<file path="src/pcc_map.vh">
`ifndef PCC_MAP_VH
`define PCC_MAP_VH

// Control register placement on the special function bus
`define PCC_CTRL_ADDR 8'hd7
`define PCC_CTRL_RESET 8'h53

// Control register fields
`define PCC_OSC_HALT_BIT 7
`define PCC_LOCK_BIT 6
`define PCC_RSVD_HI 5
`define PCC_RSVD_LO 4
`define PCC_FAST_IRQ_BIT 3
`define PCC_DIV_HI 2
`define PCC_DIV_LO 0

// Reset values of the stored fields
`define PCC_OSC_HALT_RST 1'h0
`define PCC_LOCK_RST 1'h1
`define PCC_RSVD_RST 2'h1
`define PCC_FAST_IRQ_RST 1'h0
`define PCC_DIV_RST 3'h3

// Loop ratio and lock qualification
`define PCC_LOOP_RATIO 512
`define PCC_LOCK_TOL 8
`define PCC_LOCK_PERIODS 4
`define PCC_FREQ_TOL_PCT 20

`endif

</file>
<file path="src/pcc_clock_control.v">
// Summary of operation
// - Loop runs at 512 times crystal reference
// - Core runs at loop rate or binary divisions
// - Default core clock is loop divided by 8
// - Modulator tick at crystal rate, core synchronous
// - Divider field bits [2:0] selects core rate
// - Bit 7 halts crystal oscillator in power-down
// - Bit 6 read-only lock flag from power-on
// - Unlocked loop may free-run within 20 percent
// - Crystal lost after lock rails, core halts
// - Fast-interrupt bit runs interrupts at full rate
// - Interrupt return restores divider-selected rate
// - Core rate is loop over two to field
`timescale 1ns/10ps
`default_nettype none
`include "pcc_map.vh"

module pcc_clock_control #(
    parameter RATIO = `PCC_LOOP_RATIO,
    parameter LOCK_TOL = `PCC_LOCK_TOL,
    parameter LOCK_PERIODS = `PCC_LOCK_PERIODS
) (
    // Clock and reset; mclk stands for the loop output clock
    input wire mclk,
    input wire reset_n,
    // Special function register access
    input wire [7:0] sfrAddr,
    input wire sfrWrite,
    input wire [7:0] sfrWdata,
    output reg [7:0] sfrRdata,
    // Crystal reference and oscillator control
    input wire xtalRef,
    input wire powerDown,
    output reg oscEnable,
    // Interrupt entry and return from the core
    input wire irqEnter,
    input wire irqReturn,
    // Generated timing
    output reg coreTick,
    output reg modulatorTick,
    output reg [2:0] coreRate,
    output reg loopRailed
);

    localparam CW = 9;
    localparam PW = 12;
    localparam integer MISS = 2 * RATIO;
    localparam [PW-1:0] RATIO_W = RATIO[PW-1:0];
    localparam [PW-1:0] TOL_W = LOCK_TOL[PW-1:0];
    localparam [PW-1:0] MISS_W = MISS[PW-1:0];
    localparam [2:0] GOOD_W = LOCK_PERIODS[2:0];

    // Lock qualification states
    localparam [2:0] ST_QUAL = 3'h1;
    localparam [2:0] ST_LOCKED = 3'h2;
    localparam [2:0] ST_FREE = 3'h4;

    reg oscHalt_r;
    reg [1:0] rsvd_r;
    reg fastIrq_r;
    reg [2:0] divSel_r;
    reg lock_r;
    reg fastActive_r;
    reg [2:0] rate_r;
    reg [CW-1:0] cnt_r;
    reg refPrev_r;
    reg [PW-1:0] period_r;
    reg [2:0] good_r;
    reg [2:0] state_r;
    reg railed_r;
    reg armed_r;
    reg [2:0] rateTarget;
    reg boundary;
    wire refRise;
    wire ctrlHit;
    wire ctrlWrite;
    wire [7:0] tapEnd;

    // Boundary of a core cycle at the given rate code
    function cycleEnd;
        input [2:0] code;
        input [CW-1:0] cnt;
        reg [CW-1:0] mask;
        begin
            mask = ~({CW{1'b1}} << code);
            cycleEnd = ((cnt & mask) == mask);
        end
    endfunction

    // Measured reference period inside the lock window
    function periodOk;
        input [PW-1:0] per;
        reg [PW-1:0] len;
        begin
            len = per + 12'h001;
            periodOk = (len + TOL_W >= RATIO_W) && (len <= RATIO_W + TOL_W);
        end
    endfunction

    // One cycle-end decode per rate code; the running rate picks one
    genvar k;
    generate
        for (k = 0; k < 8; k = k + 1) begin : gTap
            localparam integer KI = k;
            localparam [2:0] CODE = KI[2:0];
            assign tapEnd[k] = cycleEnd(CODE, cnt_r);
        end
    endgenerate

    assign ctrlHit = (sfrAddr == `PCC_CTRL_ADDR);
    assign ctrlWrite = sfrWrite & ctrlHit;
    assign refRise = xtalRef & ~refPrev_r;

    // Control register writes; lock bit is not writable
    always @(posedge mclk or negedge reset_n) begin
        if (!reset_n) begin
            oscHalt_r <= `PCC_OSC_HALT_RST;
        end else if (ctrlWrite) begin
            oscHalt_r <= sfrWdata[`PCC_OSC_HALT_BIT];
        end
    end

    // Reserved pair is stored and read back as written
    always @(posedge mclk or negedge reset_n) begin
        if (!reset_n) begin
            rsvd_r <= `PCC_RSVD_RST;
        end else if (ctrlWrite) begin
            rsvd_r <= sfrWdata[`PCC_RSVD_HI:`PCC_RSVD_LO];
        end
    end

    always @(posedge mclk or negedge reset_n) begin
        if (!reset_n) begin
            fastIrq_r <= `PCC_FAST_IRQ_RST;
        end else if (ctrlWrite) begin
            fastIrq_r <= sfrWdata[`PCC_FAST_IRQ_BIT];
        end
    end

    always @(posedge mclk or negedge reset_n) begin
        if (!reset_n) begin
            divSel_r <= `PCC_DIV_RST;
        end else if (ctrlWrite) begin
            divSel_r <= sfrWdata[`PCC_DIV_HI:`PCC_DIV_LO];
        end
    end

    // Registered read; unmapped addresses return zero
    always @(posedge mclk or negedge reset_n) begin
        if (!reset_n) begin
            sfrRdata <= 8'h00;
        end else if (ctrlHit) begin
            sfrRdata <= {oscHalt_r, lock_r, rsvd_r, fastIrq_r, divSel_r};
        end else begin
            sfrRdata <= 8'h00;
        end
    end

    // Oscillator stops only in power-down with halt selected
    always @(posedge mclk or negedge reset_n) begin
        if (!reset_n) begin
            oscEnable <= 1'b1;
        end else begin
            oscEnable <= ~(powerDown & oscHalt_r);
        end
    end

    // High at reset so a crystal already high is not taken as an edge
    always @(posedge mclk or negedge reset_n) begin
        if (!reset_n) begin
            refPrev_r <= 1'b1;
        end else begin
            refPrev_r <= xtalRef;
        end
    end

    // Reference period measured in loop cycles
    always @(posedge mclk or negedge reset_n) begin
        if (!reset_n) begin
            period_r <= {PW{1'b0}};
        end else if (refRise) begin
            period_r <= {PW{1'b0}};
        end else if (period_r != {PW{1'b1}}) begin
            period_r <= period_r + 12'h001;
        end
    end

    // Lock decided once after power-on, then only watched for loss
    always @(posedge mclk or negedge reset_n) begin
        if (!reset_n) begin
            state_r <= ST_QUAL;
            good_r <= 3'h0;
            armed_r <= 1'b0;
            lock_r <= `PCC_LOCK_RST;
            railed_r <= 1'b0;
        end else begin
            case (state_r)
                ST_QUAL: begin
                    if (period_r >= MISS_W) begin
                        // No crystal: loop free-runs near nominal
                        lock_r <= 1'b0;
                        state_r <= ST_FREE;
                    end else if (refRise && !armed_r) begin
                        // First edge only opens the first whole period
                        armed_r <= 1'b1;
                    end else if (refRise) begin
                        if (periodOk(period_r)) begin
                            if (good_r + 3'h1 >= GOOD_W) begin
                                lock_r <= 1'b1;
                                state_r <= ST_LOCKED;
                            end
                            good_r <= good_r + 3'h1;
                        end else begin
                            lock_r <= 1'b0;
                            state_r <= ST_FREE;
                        end
                    end
                end
                ST_LOCKED: begin
                    // Sticky: a railed loop leaves nothing to recover with
                    if (period_r >= MISS_W) begin
                        railed_r <= 1'b1;
                    end
                end
                ST_FREE: begin
                    lock_r <= 1'b0;
                end
                default: begin
                    state_r <= ST_QUAL;
                end
            endcase
        end
    end

    // Fast-interrupt mode spans one serviced interrupt
    always @(posedge mclk or negedge reset_n) begin
        if (!reset_n) begin
            fastActive_r <= 1'b0;
        end else if (irqEnter && fastIrq_r) begin
            fastActive_r <= 1'b1;
        end else if (irqReturn) begin
            fastActive_r <= 1'b0;
        end
    end

    always @* begin
        if (fastActive_r) begin
            rateTarget = 3'h0;
        end else begin
            rateTarget = divSel_r;
        end
    end

    // Cycle end of the rate now running
    always @* begin
        boundary = tapEnd[rate_r];
    end

    // Free counter shared by core and modulator keeps them in step
    always @(posedge mclk or negedge reset_n) begin
        if (!reset_n) begin
            cnt_r <= {CW{1'b0}};
            modulatorTick <= 1'b0;
        end else begin
            cnt_r <= cnt_r + 9'h001;
            modulatorTick <= (cnt_r == {CW{1'b1}});
        end
    end

    // Only a finished core cycle may change rate, so no runt
    always @(posedge mclk or negedge reset_n) begin
        if (!reset_n) begin
            rate_r <= `PCC_DIV_RST;
        end else if (boundary) begin
            rate_r <= rateTarget;
        end
    end

    // Core tick stops for good once the loop has railed
    always @(posedge mclk or negedge reset_n) begin
        if (!reset_n) begin
            coreTick <= 1'b0;
        end else begin
            coreTick <= boundary & ~railed_r;
        end
    end

    // Status copies lag the internal state by one cycle
    always @(posedge mclk or negedge reset_n) begin
        if (!reset_n) begin
            coreRate <= `PCC_DIV_RST;
            loopRailed <= 1'b0;
        end else begin
            coreRate <= rate_r;
            loopRailed <= railed_r;
        end
    end

endmodule

`default_nettype wire

</file>
<file path="config.mk">
export PLATFORM = sky130hd
export DESIGN_NAME = pcc_clock_control
export DESIGN_NICKNAME = d
export VERILOG_FILES = /design/src/pcc_clock_control.v
export VERILOG_INCLUDE_DIRS = /design/src
export SDC_FILE = /design/constraint.sdc
export NUM_CORES = 1
export LEC_CHECK = 0
export BUFFER_PORTS_ARGS = -buffer_cell sky130_fd_sc_hd__buf_2
export CAP_MARGIN = 5
export CORE_MARGIN = 4
export CORE_UTILIZATION = 40
export CTS_BUF_LIST = sky130_fd_sc_hd__clkbuf_8
export CTS_CLUSTER_DIAMETER = 120
export DETAILED_ROUTE_END_ITERATION = 7
export PLACE_DENSITY_LB_ADDON = 0.12
export SYNTH_ARGS = -nofsm -noshare
export SYNTH_HDL_FRONTEND = slang
export SYNTH_SLANG_ARGS = --single-unit
</file>
<file path="constraint.sdc">
create_clock -name mclk -period 5.69 [get_ports mclk]
set_input_delay 1.138 -clock mclk [delete_from_list [all_inputs] [get_ports mclk]]
set_output_delay 1.138 -clock mclk [all_outputs]
set_load 0.02 [all_outputs]
</file>
==> flow_metrics.py <==
metrics = {
    "run_status": {
        "status": "finished, final reports clean",
    },
    "sta": {
        "slew_headroom_pct": 52.9,
        "worst_pin_slew_ns": 0.707,
        "hold_viol_final": 0,
        "drv_slew": 0,
        "fin_skew_ns": 0.00479,
        "timing.fmax_mhz": 315,
        "fin_setup_tns_ns": 0,
        "timing.final.crit_share_pct": 55.7,
        "timing.hold.ws_ns": 0.408,
        "rsz0062_at_grt": "no",
        "finalSetupViolCount": 0,
        "post-route-min-period_ns": 3.17,
    },
    "synth": {
        "ys_ff_latch": 57,
        "synth_top_area_share_pct": 43.4,
        "synth_top_area_cell": "dfrtp_1",
        "synth_cell_type_count": 50,
        "syn_area_um2": 2650,
        "synth_nets": 271,
        "postSynth.asyncResetShare_pct": 100,
        "synthCells": 240,
        "synthTopCellsByArea": "dfrtp_1 (43%), dfstp_2 (11%), xnor2_1 (4.0%), ha_1 (3.8%), nand2_1 (3.3%)",
        "post_synth.cell_area_avg_um2": 11.1,
        "seq_area_frac_synth_pct": 54.3,
        "ys.flop_type": "dfrtp_1",
        "synth_edf_count": 0,
        "yosys_warnings": 0,
    },
    "critical_path": {
        "criticalPathCategory": "flip-flop to flip-flop",
        "reg2reg_depth": 10,
        "rrSetupSlack_ns": 2.52,
        "rr_startpoint": "period_r[0]$_DFFE_PN0P_",
        "crit_start": "period_r[0]$_DFFE_PN0P_",
        "cp_data_required_time_ns": 5.91,
        "critPathLaunchType": "flip-flop",
        "cp_max_fo": 11,
        "critPathMostFrequentCell": "ha_1",
        "cpPeakStageDelay_ns": 0.61,
        "worstSetupEndpoint": "good_r[1]$_DFFE_PN0P_",
        "cp_slowest_cell": "or4_4",
        "crit_chain": "ha_1, nand3_1, xnor2_1, ha_1, nand2_1, a211oi_2, a221oi_2, or4_4, a21oi_2, mux2_1",
        "critical_path_arrival_ns": 3.39,
        "r2r_end": "good_r[1]$_DFFE_PN0P_",
        "crit_path_end_kind": "flip-flop",
    },
    "power_and_ir_drop": {
        "combPwrFrac_pct": 9.9,
        "pwr_density_cell_nw_per_um2": 311,
        "ir_drop_uv": 166,
        "leakagePower_nw": 1.50,
        "seqPwrFrac_pct": 47.0,
        "switching_share_pct": 26.0,
        "power.internal_w": 0.000716,
        "power.share.clock_pct": 43.1,
        "p_sw_w": 0.000251,
        "power_w": 0.000967,
    },
    "worst_hold_path": {
        "worstHoldPathType": "flip-flop to flip-flop",
    },
    "grt": {
        "grt_pass1_wl_mm": 8.65,
        "grt_usage_pct": 14.3,
        "grt_remaining_overflow": 0,
        "antenna_found_initial": 0,
        "grt_start_max_net_pins": 58,
        "grt_pass1_vias": 1834,
    },
    "drt": {
        "dr.pass1.iters": 4,
        "vias": 1840,
        "routed_wl_mm": 4.90,
        "drt_iter0_drc": 59,
        "wl_per_cell_um": 13.6,
        "remaining_drc_errors": 0,
        "via_per_inst": 5.10,
        "ant_nets": 0,
    },
    "final_layout": {
        "fillers": 612,
        "layout.nets": 310,
        "n_antenna_cell": 0,
        "final_common_cell": "dfrtp_1",
        "layout-drive-gt1-share_pct": 27.8,
        "final_cell_mix": "dfrtp_1 (46), buf_2 (36), nand2_1 (23)",
        "area_growth_pct": 17.3,
    },
    "die": {
        "coreArea_um2": 6390,
        "io_pins": 38,
        "dieArea_um2": 8000,
        "chipHeight_um": 89.5,
        "rows": 29,
        "die_w_um": 89.5,
        "start_util_pct": 41.6,
    },
    "flow_run": {
        "drv_cap": 0,
    },
    "cts": {
        "cts_tree": "built",
        "clk_pin_slew_ns": 0.07,
        "ctsHoldBuffers": 0,
        "cts_root_buffer": "clkbuf_8",
        "clock_latency_ns": 0.33,
        "clk_path_buf_depth": 2,
        "numCtsBuffers": 9,
        "numClockSinks": 57,
        "cts_resized": 0,
        "post-cts-setup-buffers": 0,
        "htreeDepth": 3,
    },
    "place": {
        "hpwlAfterDp_mm": 3.37,
        "io_buffers": 36,
        "place_congestion": 0.821,
    },
}
==> cells by family (layout without fill, tap and decap cells) <==
logic type / count (synthesis) / in the layout / synth area share (%)
AND/OR/NAND/NOR: 89 / 89 / 17.9
flip-flops: 57 / 57 / 54.3
AO/OA/AOI/OAI: 37 / 37 / 10.4
buffers and inverters: 20 / 64 / 3.16
XOR/XNOR: 17 / 17 / 5.61
multiplexers: 12 / 12 / 4.90
adder cells (fa/ha/maj): 8 / 8 / 3.77
==> worst min path at each step <==
stage          slack, ns  cells past startpoint             startpoint                     to
2_1_floorplan       0.38                      0  rate_r[2]$_DFFE_PN0N_  coreRate[2]$_DFF_PN0_
3_3_place_gp        0.40                      0  rate_r[0]$_DFFE_PN1N_  coreRate[0]$_DFF_PN1_
3_5_place_dp        0.40                      0  rate_r[0]$_DFFE_PN1N_  coreRate[0]$_DFF_PN1_
4_1_cts             0.41                      0  rate_r[0]$_DFFE_PN1N_  coreRate[0]$_DFF_PN1_
5_1_grt             0.42                      0  rate_r[0]$_DFFE_PN1N_  coreRate[0]$_DFF_PN1_
6_report            0.41                      0  rate_r[0]$_DFFE_PN1N_  coreRate[0]$_DFF_PN1_
==> Yosys cell counts, types with 4 or more instances <==
| cell type | n |
|---|---|
| xor2_1 | 5 |
| buf_2 | 4 |
| and2_1 | 8 |
| nor3_1 | 7 |
| mux2_2 | 7 |
| nor2_1 | 11 |
| inv_1 | 11 |
| o21ai_0 | 12 |
| nand3_1 | 13 |
| nand2b_1 | 6 |
| nand2_1 | 23 |
| dfstp_2 | 11 |
| dfrtp_1 | 46 |
| xnor2_1 | 12 |
| ha_1 | 8 |
| clkbuf_1 | 4 |
| a21o_1 | 4 |
| mux2i_1 | 4 |
==> sequential cells by signal, indices dropped and copies added, names as in the netlist, 2 cells and up <==
name      cells
cnt_r         9
coreRate      3
divSel_r      3
good_r        3
period_r     12
rate_r        3
rsvd_r        2
sfrRdata      8
state_r       3
==> cell type report <==
class	instances	area, um^2	area share, %
repair buffers	37	188	6.03
clock buffers	9	124	3.98
clock inverters	7	93.8	3.01
flip-flops and latches	57	1440	46.3
multi-input cells	163	1130	36.3
inverters	11	41.3	1.33
well taps	77	96.3	3.09
==> power groups by stage <==
stage / Combinational (W) / Clock (W) / Sequential [W]
2_1_floorplan: 0.0000761 / 0 / 0.000451
3_3_place_gp: 0.0000967 / 0 / 0.000462
3_5_place_dp: 0.0000980 / 0 / 0.000462
4_1_cts: 0.0000982 / 0.000431 / 0.000455
5_1_grt: 0.000108 / 0.000457 / 0.000460
6_report: 0.0000956 / 0.000417 / 0.000455
==> critical path, delay by kind of cell, from the launching register on <==
family,cells,cell delay (ns)
multiplexers,1,0.33
flip-flops,1,0.48
AND/OR/NAND/NOR,3,0.82
adder cells (fa/ha/maj),2,0.67
XOR/XNOR,1,0.27
AO/OA/AOI/OAI,3,0.48
==> per-stage QoR <==
stage	setup slack (ns)	instances	utilization [%]	instance area, um^2
final	2.52	361	48.7	3110
after global routing	2.27	361	48.7	3110
after CTS	2.50	361	48.7	3110
after detailed placement	2.52	345	45.3	2900
after global placement	2.55	345	45.3	2900
after floorplan	2.91	240	-	2650
==> layer usage <==
metal | track usage (%) | wire, um | up-vias
met3 | 4.15 | 234 | 8
li1 | - | - | 911
met2 | 20.9 | 2330 | 35
met4 | 6.90 | 84 | 0
met5 | 0 | 0 | -
met1 | 19.6 | 2250 | 886
No activity file was read; power rests on OpenSTA's default activity.
